### config.mk
export PLATFORM = sky130hd
export DESIGN_NAME = tdlb_link
export DESIGN_NICKNAME = d
export VERILOG_FILES = /design/src/rtl/tdlb_link.v
export VERILOG_INCLUDE_DIRS = /design/src /design/src/include
export SDC_FILE = /design/constraint.sdc
export NUM_CORES = 1
export LEC_CHECK = 0
export BUFFER_PORTS_ARGS = -buffer_cell sky130_fd_sc_hd__clkbuf_2
export CORE_MARGIN = 2
export CORE_UTILIZATION = 50
export DETAILED_ROUTE_END_ITERATION = 12
export PLACE_DENSITY = 0.67
export SKIP_CTS_REPAIR_TIMING = 1
export SLEW_MARGIN = 0
export SYNTH_ARGS = -nofsm -noshare
export SYNTH_HDL_FRONTEND = slang
export SYNTH_SLANG_ARGS = --single-unit
### constraint.sdc
create_clock -name clk_sys -period 7.5 [get_ports clk_sys]
set_input_delay 0.375 -clock clk_sys [delete_from_list [all_inputs] [get_ports clk_sys]]
set_output_delay 0.375 -clock clk_sys [all_outputs]
set_load 0.05 [all_outputs]
### src/include/tdlb_regs.vh
// Register map, field positions, reset values and timing counts for the T1 data link block
// What this block does
// (RL1) Code generator works only in T1 mode
// (RL2) Outgoing code is low six register bits
// (RL3) Send-code bit starts code insertion at once
// (RL4) Generator makes the abort sequence itself
// (RL5) Code repeats while send-code bit stays set
// (RL6) Host clears pass-through so codes replace F-bits
// (RL7) Code detector only in ESF, data-link bits
// (RL8) Detect flag after filtered persistence; code readable
// (RL9) Detect stays clear until new or re-detected code
// (RL10) Clear flag after code absent for disintegration
// (RL11) Code flags drive masked active-low interrupt
// (RL12) Source select sends link byte into stream
// (RL13) Link byte serialised least significant bit first
// (RL14) Empty flag after eight bits, masked interrupt
// (RL15) Host rewrites link byte within 2 ms
// (RL16) Unrewritten link byte is sent again
// (RL17) No zero stuffing on sent link byte
// (RL18) Host loads 1Ch, clears select for D4
// (RL19) D4 sends only lower six bits
// (RL20) Receive byte LSB first, full flag, interrupt
// (RL21) Host reads received byte within 2 ms
// (RL22) No zero destuffing on received byte
// (RL23) D4 receive updates per multiframe, Fs only
// (RL24) Framer n registers at base plus (n-1)*200h
// (RL25) Clearing send-code returns normal link source
`ifndef TDLB_REGS_VH
`define TDLB_REGS_VH

// Register offsets for the first framer
`define TDLB_OFF_RX_CODE_CONTROL 12'h015
`define TDLB_OFF_RX_LINK_BYTE 12'h062
`define TDLB_OFF_RX_CODE_WORD 12'h063
`define TDLB_OFF_RX_LATCHED_STATUS_SEVEN 12'h096
`define TDLB_OFF_RX_INTERRUPT_MASK_SEVEN 12'h0A6
`define TDLB_OFF_TX_LINK_CONTROL_TWO 12'h113
`define TDLB_OFF_TX_LINK_BYTE 12'h162
`define TDLB_OFF_TX_CODE_WORD 12'h163
`define TDLB_OFF_TX_CONTROL_ONE 12'h181
`define TDLB_OFF_TX_CONTROL_TWO 12'h182
`define TDLB_OFF_TX_LATCHED_STATUS_TWO 12'h191
`define TDLB_OFF_TX_INTERRUPT_MASK_TWO 12'h1A1
`define TDLB_FRAMER_STRIDE 12'h200

// Field positions
`define TDLB_BIT_SEND_CODE 6
`define TDLB_BIT_PASSTHROUGH 6
`define TDLB_BIT_SOURCE_SEL 7
`define TDLB_BIT_CODE_DETECT 0
`define TDLB_BIT_CODE_CLEAR 1
`define TDLB_BIT_RX_FULL 2
`define TDLB_BIT_TX_EMPTY 4
`define TDLB_BIT_FILTER_LO 0
`define TDLB_BIT_DISINT_LO 4

// Reset values
`define TDLB_RST_REG 8'h00
`define TDLB_RST_PATTERN 16'hFFFF

// Timing counts: filter counts in codewords, the rest in data-link bit slots
`define TDLB_FILT_CNT0 3'h1
`define TDLB_FILT_CNT1 3'h3
`define TDLB_FILT_CNT2 3'h5
`define TDLB_FILT_CNT3 3'h7
`define TDLB_DIS_CNT0 8'h20
`define TDLB_DIS_CNT1 8'h40
`define TDLB_DIS_CNT2 8'h80
`define TDLB_DIS_CNT3 8'hFF
`define TDLB_ABORT_BITS 4'h8
`define TDLB_ESF_LAST 3'h7
`define TDLB_D4_LAST 3'h5

`endif

### src/rtl/tdlb_link.v
// T1 data link block: code generator and detector, legacy link byte transmit and receive
//
// Implementation choice: the address-and-strobe port.
`timescale 1ns/10ps
`default_nettype none
`include "tdlb_regs.vh"

module tdlb_link #(
  parameter [3:0] FRAMER_NUM = 4'h1 // Framer instance, 1 to 8
) (
  input wire clk_sys,
  input wire rst,
  input wire [11:0] reg_addr,
  input wire [7:0] reg_wdata,
  input wire reg_wr,
  input wire reg_rd,
  output reg [7:0] reg_rdata_q,
  input wire line_t1_mode,
  input wire line_esf_mode,
  input wire tx_link_slot,
  input wire tx_serial_fbit,
  output reg tx_link_bit_q,
  output reg tx_link_valid_q,
  input wire rx_link_slot,
  input wire rx_link_bit,
  input wire rx_mf_start,
  output reg interrupt_out_n_q
);

  // Software registers
  reg [7:0] rx_code_control_q; // Filter and disintegration selects
  reg [7:0] rx_interrupt_mask_seven_q; // Mask for receive flags
  reg [7:0] tx_link_control_two_q; // Holds the send-code bit
  reg [7:0] tx_link_byte_q; // Byte to be shifted out
  reg [7:0] tx_code_word_q; // Outgoing code in low bits
  reg [7:0] tx_control_one_q; // Holds the pass-through bit
  reg [7:0] tx_control_two_q; // Holds the source select
  reg [7:0] tx_interrupt_mask_two_q; // Mask for empty flag
  reg [7:0] rx_link_byte_q; // Last received byte
  reg [5:0] rx_code_word_q; // Last reported code
  reg [2:0] rx_status_q; // Detect, clear, full
  reg tx_empty_q; // Transmit byte empty flag

  // Transmit code engine
  localparam [1:0] CODE_IDLE = 2'b00;
  localparam [1:0] CODE_SEND = 2'b01;
  localparam [1:0] CODE_ABORT = 2'b10;
  reg [1:0] code_state_q;
  reg [15:0] code_pat_q; // Pattern being sent
  reg [3:0] code_idx_q; // Bit index in pattern or abort
  reg [7:0] tx_sh_q; // Byte shift register
  reg [2:0] tx_cnt_q; // Bit index in byte

  // Receive side
  reg [7:0] rx_sh_q; // Receive shift register
  reg [2:0] rx_cnt_q; // Receive bit index
  reg [15:0] rx_win_q; // Sliding code window
  reg [5:0] cand_code_q; // Code being filtered
  reg [2:0] cand_cnt_q; // Matching codewords seen
  reg [7:0] idle_cnt_q; // Slots since last match
  reg code_active_q; // A code is currently reported

  // Address of a register for this framer instance
  function hit;
    input [11:0] a;
    input [11:0] off;
    begin
      hit = (a == off + (({8'h00, FRAMER_NUM} - 12'h001) * `TDLB_FRAMER_STRIDE)); // RL24
    end
  endfunction

  // Codeword as sent, oldest bit at position 0: zero, six code bits, zero, eight ones
  function [15:0] code_pattern;
    input [5:0] c;
    begin
      code_pattern = {8'hFF, 1'b0, c, 1'b0};
    end
  endfunction

  // Codeword persistence needed for a detect
  function [2:0] filt_need;
    input [1:0] sel;
    begin
      if (sel == 2'b00) begin
        filt_need = `TDLB_FILT_CNT0;
      end else if (sel == 2'b01) begin
        filt_need = `TDLB_FILT_CNT1;
      end else if (sel == 2'b10) begin
        filt_need = `TDLB_FILT_CNT2;
      end else begin
        filt_need = `TDLB_FILT_CNT3;
      end
    end
  endfunction

  // Absence time needed before a code counts as cleared
  function [7:0] dis_need;
    input [1:0] sel;
    begin
      if (sel == 2'b00) begin
        dis_need = `TDLB_DIS_CNT0;
      end else if (sel == 2'b01) begin
        dis_need = `TDLB_DIS_CNT1;
      end else if (sel == 2'b10) begin
        dis_need = `TDLB_DIS_CNT2;
      end else begin
        dis_need = `TDLB_DIS_CNT3;
      end
    end
  endfunction

  // Decoded control
  wire code_mode = line_t1_mode & line_esf_mode; // Code logic only on T1 ESF
  wire send_code = tx_link_control_two_q[`TDLB_BIT_SEND_CODE];
  wire passthrough = tx_control_one_q[`TDLB_BIT_PASSTHROUGH];
  wire src_sel = tx_control_two_q[`TDLB_BIT_SOURCE_SEL];
  // ESF takes the byte when select is set, D4 sources Fs from it when select is clear
  wire byte_src = line_t1_mode & (line_esf_mode ? src_sel : ~src_sel); // RL12
  wire [2:0] tx_last = line_esf_mode ? `TDLB_ESF_LAST : `TDLB_D4_LAST; // RL19
  wire [2:0] rx_last = line_esf_mode ? `TDLB_ESF_LAST : `TDLB_D4_LAST;
  wire code_busy = (code_state_q != CODE_IDLE);

  // Receive window after this slot's bit and its match test
  wire [15:0] win_next = {rx_link_bit, rx_win_q[15:1]};
  wire [5:0] win_code = win_next[6:1];
  wire win_match = (win_next[15:8] == 8'hFF) & ~win_next[7] & ~win_next[0] & (win_code != 6'h3F);
  wire [2:0] need = filt_need(rx_code_control_q[`TDLB_BIT_FILTER_LO +: 2]);
  wire [7:0] dis = dis_need(rx_code_control_q[`TDLB_BIT_DISINT_LO +: 2]);

  // Write strobes per register
  wire wr_rbc = reg_wr & hit(reg_addr, `TDLB_OFF_RX_CODE_CONTROL);
  wire wr_rls = reg_wr & hit(reg_addr, `TDLB_OFF_RX_LATCHED_STATUS_SEVEN);
  wire wr_rim = reg_wr & hit(reg_addr, `TDLB_OFF_RX_INTERRUPT_MASK_SEVEN);
  wire wr_thc = reg_wr & hit(reg_addr, `TDLB_OFF_TX_LINK_CONTROL_TWO);
  wire wr_tfb = reg_wr & hit(reg_addr, `TDLB_OFF_TX_LINK_BYTE);
  wire wr_tcw = reg_wr & hit(reg_addr, `TDLB_OFF_TX_CODE_WORD);
  wire wr_tc1 = reg_wr & hit(reg_addr, `TDLB_OFF_TX_CONTROL_ONE);
  wire wr_tc2 = reg_wr & hit(reg_addr, `TDLB_OFF_TX_CONTROL_TWO);
  wire wr_tls = reg_wr & hit(reg_addr, `TDLB_OFF_TX_LATCHED_STATUS_TWO);
  wire wr_tim = reg_wr & hit(reg_addr, `TDLB_OFF_TX_INTERRUPT_MASK_TWO);

  // Plain read/write registers
  always @(posedge clk_sys or posedge rst) begin
    if (rst) begin
      rx_code_control_q <= `TDLB_RST_REG;
      rx_interrupt_mask_seven_q <= `TDLB_RST_REG;
      tx_link_control_two_q <= `TDLB_RST_REG;
      tx_link_byte_q <= `TDLB_RST_REG;
      tx_code_word_q <= `TDLB_RST_REG;
      tx_control_one_q <= `TDLB_RST_REG;
      tx_control_two_q <= `TDLB_RST_REG;
      tx_interrupt_mask_two_q <= `TDLB_RST_REG;
    end else begin
      if (wr_rbc) begin
        rx_code_control_q <= reg_wdata;
      end
      if (wr_rim) begin
        rx_interrupt_mask_seven_q <= reg_wdata;
      end
      if (wr_thc) begin
        tx_link_control_two_q <= reg_wdata;
      end
      if (wr_tfb) begin
        tx_link_byte_q <= reg_wdata;
      end
      if (wr_tcw) begin
        tx_code_word_q <= reg_wdata;
      end
      if (wr_tc1) begin
        tx_control_one_q <= reg_wdata;
      end
      if (wr_tc2) begin
        tx_control_two_q <= reg_wdata;
      end
      if (wr_tim) begin
        tx_interrupt_mask_two_q <= reg_wdata;
      end
    end
  end

  // Read mux, data appear one cycle after the strobe; unmapped reads give zero
  always @(posedge clk_sys or posedge rst) begin
    if (rst) begin
      reg_rdata_q <= `TDLB_RST_REG;
    end else if (!reg_rd) begin
      reg_rdata_q <= `TDLB_RST_REG;
    end else if (hit(reg_addr, `TDLB_OFF_RX_CODE_CONTROL)) begin
      reg_rdata_q <= rx_code_control_q;
    end else if (hit(reg_addr, `TDLB_OFF_RX_LINK_BYTE)) begin
      reg_rdata_q <= rx_link_byte_q;
    end else if (hit(reg_addr, `TDLB_OFF_RX_CODE_WORD)) begin
      reg_rdata_q <= {2'b00, rx_code_word_q}; // RL8
    end else if (hit(reg_addr, `TDLB_OFF_RX_LATCHED_STATUS_SEVEN)) begin
      reg_rdata_q <= {5'b00000, rx_status_q};
    end else if (hit(reg_addr, `TDLB_OFF_RX_INTERRUPT_MASK_SEVEN)) begin
      reg_rdata_q <= rx_interrupt_mask_seven_q;
    end else if (hit(reg_addr, `TDLB_OFF_TX_LINK_CONTROL_TWO)) begin
      reg_rdata_q <= tx_link_control_two_q;
    end else if (hit(reg_addr, `TDLB_OFF_TX_LINK_BYTE)) begin
      reg_rdata_q <= tx_link_byte_q;
    end else if (hit(reg_addr, `TDLB_OFF_TX_CODE_WORD)) begin
      reg_rdata_q <= tx_code_word_q;
    end else if (hit(reg_addr, `TDLB_OFF_TX_CONTROL_ONE)) begin
      reg_rdata_q <= tx_control_one_q;
    end else if (hit(reg_addr, `TDLB_OFF_TX_CONTROL_TWO)) begin
      reg_rdata_q <= tx_control_two_q;
    end else if (hit(reg_addr, `TDLB_OFF_TX_LATCHED_STATUS_TWO)) begin
      reg_rdata_q <= {3'b000, tx_empty_q, 4'h0};
    end else if (hit(reg_addr, `TDLB_OFF_TX_INTERRUPT_MASK_TWO)) begin
      reg_rdata_q <= tx_interrupt_mask_two_q;
    end else begin
      reg_rdata_q <= `TDLB_RST_REG;
    end
  end

  // Code generator; pattern reloads only at a codeword boundary, so a code change never tears one
  always @(posedge clk_sys or posedge rst) begin
    if (rst) begin
      code_state_q <= CODE_IDLE;
      code_pat_q <= `TDLB_RST_PATTERN;
      code_idx_q <= 4'h0;
    end else begin
      case (code_state_q)
        CODE_IDLE: begin
          // Start at once, next slot carries the first code bit
          if (send_code && code_mode) begin // RL1 RL3
            code_state_q <= CODE_SEND;
            code_pat_q <= code_pattern(tx_code_word_q[5:0]); // RL2
            code_idx_q <= 4'h0;
          end
        end
        CODE_SEND: begin
          if (!send_code || !code_mode) begin
            // Generator closes the message with ones on its own
            code_state_q <= CODE_ABORT; // RL4
            code_idx_q <= 4'h0;
          end else if (tx_link_slot) begin
            code_idx_q <= code_idx_q + 4'h1;
            if (code_idx_q == 4'hF) begin
              code_pat_q <= code_pattern(tx_code_word_q[5:0]); // RL5
            end
          end
        end
        CODE_ABORT: begin
          if (tx_link_slot) begin
            code_idx_q <= code_idx_q + 4'h1;
            if (code_idx_q == `TDLB_ABORT_BITS - 4'h1) begin
              code_state_q <= CODE_IDLE; // RL25
            end
          end
        end
        default: begin
          code_state_q <= CODE_IDLE;
        end
      endcase
    end
  end

  // Link byte serialiser; byte sampled at its first bit, so an unwritten one repeats; no zero insertion
  always @(posedge clk_sys or posedge rst) begin
    if (rst) begin
      tx_sh_q <= `TDLB_RST_REG;
      tx_cnt_q <= 3'h0;
    end else if (tx_link_slot && byte_src && !code_busy) begin
      if (tx_cnt_q == 3'h0) begin
        tx_sh_q <= {1'b0, tx_link_byte_q[7:1]}; // RL16 RL17
      end else begin
        tx_sh_q <= {1'b0, tx_sh_q[7:1]}; // RL13
      end
      if (tx_cnt_q == tx_last) begin
        tx_cnt_q <= 3'h0; // RL19
      end else begin
        tx_cnt_q <= tx_cnt_q + 3'h1;
      end
    end
  end

  // Outgoing link bit; pass-through keeps the sampled F-bit untouched
  always @(posedge clk_sys or posedge rst) begin
    if (rst) begin
      tx_link_bit_q <= 1'b0;
      tx_link_valid_q <= 1'b0;
    end else begin
      tx_link_valid_q <= tx_link_slot;
      if (tx_link_slot) begin
        if (passthrough) begin
          tx_link_bit_q <= tx_serial_fbit; // RL6
        end else if (code_state_q == CODE_SEND && send_code && code_mode) begin
          tx_link_bit_q <= code_pat_q[code_idx_q];
        end else if (code_busy && line_t1_mode) begin
          tx_link_bit_q <= 1'b1; // RL4
        end else if (byte_src) begin
          tx_link_bit_q <= (tx_cnt_q == 3'h0) ? tx_link_byte_q[0] : tx_sh_q[0]; // RL12 RL13
        end else begin
          tx_link_bit_q <= tx_serial_fbit; // RL25
        end
      end
    end
  end

  // Transmit empty flag, set wins over a same-cycle clear
  always @(posedge clk_sys or posedge rst) begin
    if (rst) begin
      tx_empty_q <= 1'b0;
    end else if (tx_link_slot && byte_src && !code_busy && tx_cnt_q == tx_last) begin
      tx_empty_q <= 1'b1; // RL14
    end else if (wr_tls && reg_wdata[`TDLB_BIT_TX_EMPTY]) begin
      tx_empty_q <= 1'b0;
    end
  end

  // Receive byte deserialiser, LSB first, no zero removal; D4 aligns to the multiframe
  always @(posedge clk_sys or posedge rst) begin
    if (rst) begin
      rx_sh_q <= `TDLB_RST_REG;
      rx_cnt_q <= 3'h0;
      rx_link_byte_q <= `TDLB_RST_REG;
    end else if (rx_link_slot) begin
      rx_sh_q <= {rx_link_bit, rx_sh_q[7:1]}; // RL20 RL22
      if (!line_esf_mode && rx_mf_start) begin
        rx_cnt_q <= 3'h1; // RL23
      end else if (rx_cnt_q == rx_last) begin
        rx_cnt_q <= 3'h0;
        if (line_esf_mode) begin
          rx_link_byte_q <= {rx_link_bit, rx_sh_q[7:1]}; // RL20
        end else begin
          rx_link_byte_q <= {2'b00, rx_link_bit, rx_sh_q[7:3]}; // RL23
        end
      end else begin
        rx_cnt_q <= rx_cnt_q + 3'h1;
      end
    end
  end

  wire rx_full_set = rx_link_slot && !(!line_esf_mode && rx_mf_start) && rx_cnt_q == rx_last;
  // Code detector: filter on repeated identical codewords, clear on absence
  wire cand_same = (win_code == cand_code_q);
  wire [2:0] cand_next = cand_same ? ((cand_cnt_q == 3'h7) ? cand_cnt_q : cand_cnt_q + 3'h1) : 3'h1;
  wire det_set = rx_link_slot && code_mode && win_match && (cand_next >= need) &&
                 (!code_active_q || win_code != rx_code_word_q);
  wire clr_set = rx_link_slot && code_mode && !win_match && code_active_q && idle_cnt_q == dis - 8'h01;
  always @(posedge clk_sys or posedge rst) begin
    if (rst) begin
      rx_win_q <= 16'h0000;
      cand_code_q <= 6'h00;
      cand_cnt_q <= 3'h0;
      idle_cnt_q <= 8'h00;
      code_active_q <= 1'b0;
      rx_code_word_q <= 6'h00;
    end else if (!code_mode) begin
      // Outside T1 ESF the detector rests
      cand_cnt_q <= 3'h0; // RL7
      idle_cnt_q <= 8'h00;
      code_active_q <= 1'b0;
    end else if (rx_link_slot) begin
      rx_win_q <= win_next;
      if (win_match) begin
        cand_code_q <= win_code;
        cand_cnt_q <= cand_next;
        idle_cnt_q <= 8'h00;
        if (det_set) begin
          code_active_q <= 1'b1;
          rx_code_word_q <= win_code; // RL8
        end
      end else if (idle_cnt_q != 8'hFF) begin
        idle_cnt_q <= idle_cnt_q + 8'h01;
        if (clr_set) begin
          code_active_q <= 1'b0; // RL9 RL10
          cand_cnt_q <= 3'h0;
        end
      end
    end
  end

  // Receive latched flags, write one to clear, set wins
  always @(posedge clk_sys or posedge rst) begin
    if (rst) begin
      rx_status_q <= 3'b000;
    end else begin
      rx_status_q[`TDLB_BIT_CODE_DETECT] <= det_set |
        (rx_status_q[`TDLB_BIT_CODE_DETECT] & ~(wr_rls & reg_wdata[`TDLB_BIT_CODE_DETECT])); // RL8 RL9
      rx_status_q[`TDLB_BIT_CODE_CLEAR] <= clr_set |
        (rx_status_q[`TDLB_BIT_CODE_CLEAR] & ~(wr_rls & reg_wdata[`TDLB_BIT_CODE_CLEAR])); // RL10
      rx_status_q[`TDLB_BIT_RX_FULL] <= rx_full_set |
        (rx_status_q[`TDLB_BIT_RX_FULL] & ~(wr_rls & reg_wdata[`TDLB_BIT_RX_FULL])); // RL20
    end
  end

  // Interrupt pin, low while any unmasked flag stands
  always @(posedge clk_sys or posedge rst) begin
    if (rst) begin
      interrupt_out_n_q <= 1'b1;
    end else begin
      interrupt_out_n_q <= ~(|(rx_status_q & rx_interrupt_mask_seven_q[2:0]) | // RL11 RL20
                             (tx_empty_q & tx_interrupt_mask_two_q[`TDLB_BIT_TX_EMPTY])); // RL14
    end
  end
endmodule
`default_nettype wire

==> impl_metrics.env <==
export IMPL_clkTransAtPathRegs_ns=0.07
export IMPL_grtUsageTotal=0.237
export IMPL_synth_area_leaders="dfrtp_1 46%, mux2_2 11%, dfstp_2 2.6%"
export IMPL_finClkSkew_ns=0.0102
export IMPL_worst_setup_path_start_kind="register"
export IMPL_grt_overflow_total=0
export IMPL_ys_top_cells_by_count="151 x dfrtp_1, 79 x mux2_2, 40 x nand2_1"
export IMPL_dieArea_um2=17300
export IMPL_drive_gt1_frac=0.258
export IMPL_dominantRegCellSynth="dfrtp_1"
export IMPL_place_congestion=0.938
export IMPL_critPathLaunch="rx_win_q[6]"
export IMPL_die_w_um=132
export IMPL_viasPerCell=6.09
export IMPL_io_buffers=41
export IMPL_insertion_delay_ns=0.43
export IMPL_grt_pass1_wl_mm=32.2
export IMPL_min_path_type="in2reg"
export IMPL_avgSynthCellArea_um2=11.3
export IMPL_cts_buffers_inserted=17
export IMPL_syn_to_final_growth_pct=11.2
export IMPL_synth_edff_count=0
export IMPL_synthesis_nets=765
export IMPL_rsz0062_at_grt="false"
export IMPL_grt_max_degree=109
export IMPL_cp_arrival_ns=2.98
export IMPL_ios=42
export IMPL_first_pass_iters=5
export IMPL_min_from="tx_link_slot"
export IMPL_ys_ff_latch=159
export IMPL_ys_async_sr_fraction=1.00
export IMPL_synth_seq_area_share=0.489
export IMPL_drc=0
export IMPL_yosysMostFrequentCell="dfrtp_1"
export IMPL_nets=790
export IMPL_cts_root_buf="clkbuf_16"
export IMPL_clock_sinks=159
export IMPL_timing_fmax_mhz=375
export IMPL_hold_viol=0
export IMPL_drv_slew=0
export IMPL_vias=5942
export IMPL_core_area_um2=15900
export IMPL_cts_buffer_depth=2
export IMPL_drtIter0Drc=466
export IMPL_place_area_um2=8480
export IMPL_maxCapViolCount=0
export IMPL_cellPowerDensity_nw_per_um2=237
export IMPL_whs_ns=0.140
export IMPL_syn_cell_area_um2=8150
export IMPL_r2r_start="rx_win_q[6]"
export IMPL_ir_worst_vdd_v=0.000163
export IMPL_final_util=0.571
export IMPL_cts_htree_levels=4
export IMPL_synth_warnings=0
export IMPL_syn_inst=722
export IMPL_wl_mm=19.9
export IMPL_setup_violations=0
export IMPL_min_period_ns=2.67
export IMPL_dp_hpwl_mm=14.0
export IMPL_fin_setup_tns_ns=0
export IMPL_grt_pass1_vias=6004
export IMPL_antenna_found_initial=0
export IMPL_diodes=0
export IMPL_synth_top_area_share=0.463
export IMPL_leakagePower_nw=4.17
export IMPL_critPathRequiredTime_ns=7.82
export IMPL_die_h_um=132
export IMPL_yosysUniqueCellTypes=83
export IMPL_start_util=0.513
export IMPL_worstMarginPinSlew_ns=0.973
export IMPL_fin_crit_sh=0.355
export IMPL_tritoncts="yes"
export IMPL_final_cell_area_um2=9070
export IMPL_cp_max_fo=7
export IMPL_wl_per_cell_um=20.4
export IMPL_total_power_mw=2.15
export IMPL_synth_top_cell_by_area="dfrtp_1"
export IMPL_relSlewSlack=0.349
export IMPL_end_kind="register"
export IMPL_crit_type="reg2reg"
export IMPL_antenna_left=0
export IMPL_num_rows=46
export IMPL_status="completed"
-- where the power goes --
| group | switching, mW | leakage (nW) | internal [mW] |
|---|---|---|---|
| clock network | 0.358 | 0.272 | 0.510 |
| registers | 0.0867 | 2.12 | 0.944 |
| logic | 0.141 | 1.78 | 0.108 |
| total | 0.587 | 4.17 | 1.56 |
-- worst paths after layout --
kind                            cells after the start  slack [ns]                           end
worst max-delay path                                9        4.83             rx_code_word_q[3]
worst min-delay path                                1        0.14               tx_link_valid_q
worst max register to register                      9        4.83             rx_code_word_q[3]
worst min register to register                      1        0.44             interrupt_out_n_q
max in group asynchronous                           3        6.12               code_state_q[0]
min in group asynchronous                           2        0.15  rx_interrupt_mask_seven_q[1]
-- registers in the layout, indices dropped and copies added (netlist names), 7 cells and up --
signal / flops
tx_control_two_q: 8
rx_link_byte_q: 8
rx_code_control_q: 8
tx_control_one_q: 8
rx_interrupt_mask_seven_q: 8
tx_link_control_two_q: 8
rx_win_q: 15
reg_rdata_q: 8
rx_sh_q: 7
tx_code_word_q: 8
tx_link_byte_q: 8
tx_sh_q: 7
idle_cnt_q: 8
code_pat_q: 7
tx_interrupt_mask_two_q: 8
-- cell families after synthesis --
family / count (synthesis) / share of synthesized area
xor gates and xnor gates: 20 / 0.0215
AOI/OAI and AO/OA: 163 / 0.135
buffers and inverters: 55 / 0.0292
and+or+nand+nor: 191 / 0.135
adders and majority gates: 12 / 0.0184
muxes: 122 / 0.172
DFF: 159 / 0.489
-- placed cells by master (no fill, tap or decap), types with 6 or more instances in the layout --
| master | instances |
|---|---|
| nor2_1 | 36 |
| mux2i_1 | 16 |
| o21ai_0 | 37 |
| a21oi_1 | 32 |
| and2_1 | 6 |
| o22ai_1 | 12 |
| dfrtp_1 | 151 |
| o21ai_1 | 7 |
| dfstp_2 | 8 |
| ha_1 | 12 |
| nand2_1 | 40 |
| inv_1 | 18 |
| clkbuf_16 | 17 |
| mux2_2 | 79 |
| clkbuf_2 | 41 |
| nand3_1 | 21 |
| mux2_4 | 8 |
| xor2_1 | 13 |
| nor2b_1 | 6 |
| a221oi_1 | 8 |
| a22o_1 | 7 |
| nand4_1 | 10 |
| xnor2_1 | 7 |
| nor3_1 | 12 |
| nand2b_1 | 13 |
| mux2_1 | 17 |
-- critical path, cell delays in order (launching register included) --
cell	delay, ns
dfrtp_1	0.46
xor2_1	0.19
nor4_2	0.41
nand2_1	0.14
nor2_1	0.20
ha_1	0.27
a21o_1	0.19
o21ai_2	0.25
a21oi_4	0.09
mux2_1	0.34
-- final cells by class --
type,count,area (µm²)
clock buffer,21,460
sequential,159,3990
inverter,19,76.3
timing repair buffer,42,213
tap,216,270
multi-input combinational,508,3930
clock inverter,11,133
fill,1360,6820
-- through the flow --
step                      std cells  worst slack (ns)
after floorplan                 722              2.85
after global placement          944              4.85
after detailed placement        944              4.73
after CTS                       976              4.83
after global routing            976              4.60
final                           976              4.83
-- layer usage --
| metal | vias up | track usage | share of wire | wire (µm) |
|---|---|---|---|---|
| li1 | 2733 | - | - | - |
| met1 | 3021 | 0.303 | 0.43 | 8660 |
| met2 | 160 | 0.392 | 0.49 | 9710 |
| met3 | 28 | 0.0556 | 0.051 | 1020 |
| met4 | 0 | 0.0894 | 0.027 | 531 |
| met5 | - | 0 | 0 | 0 |
Note: power is estimated with default switching activity, not from simulation.
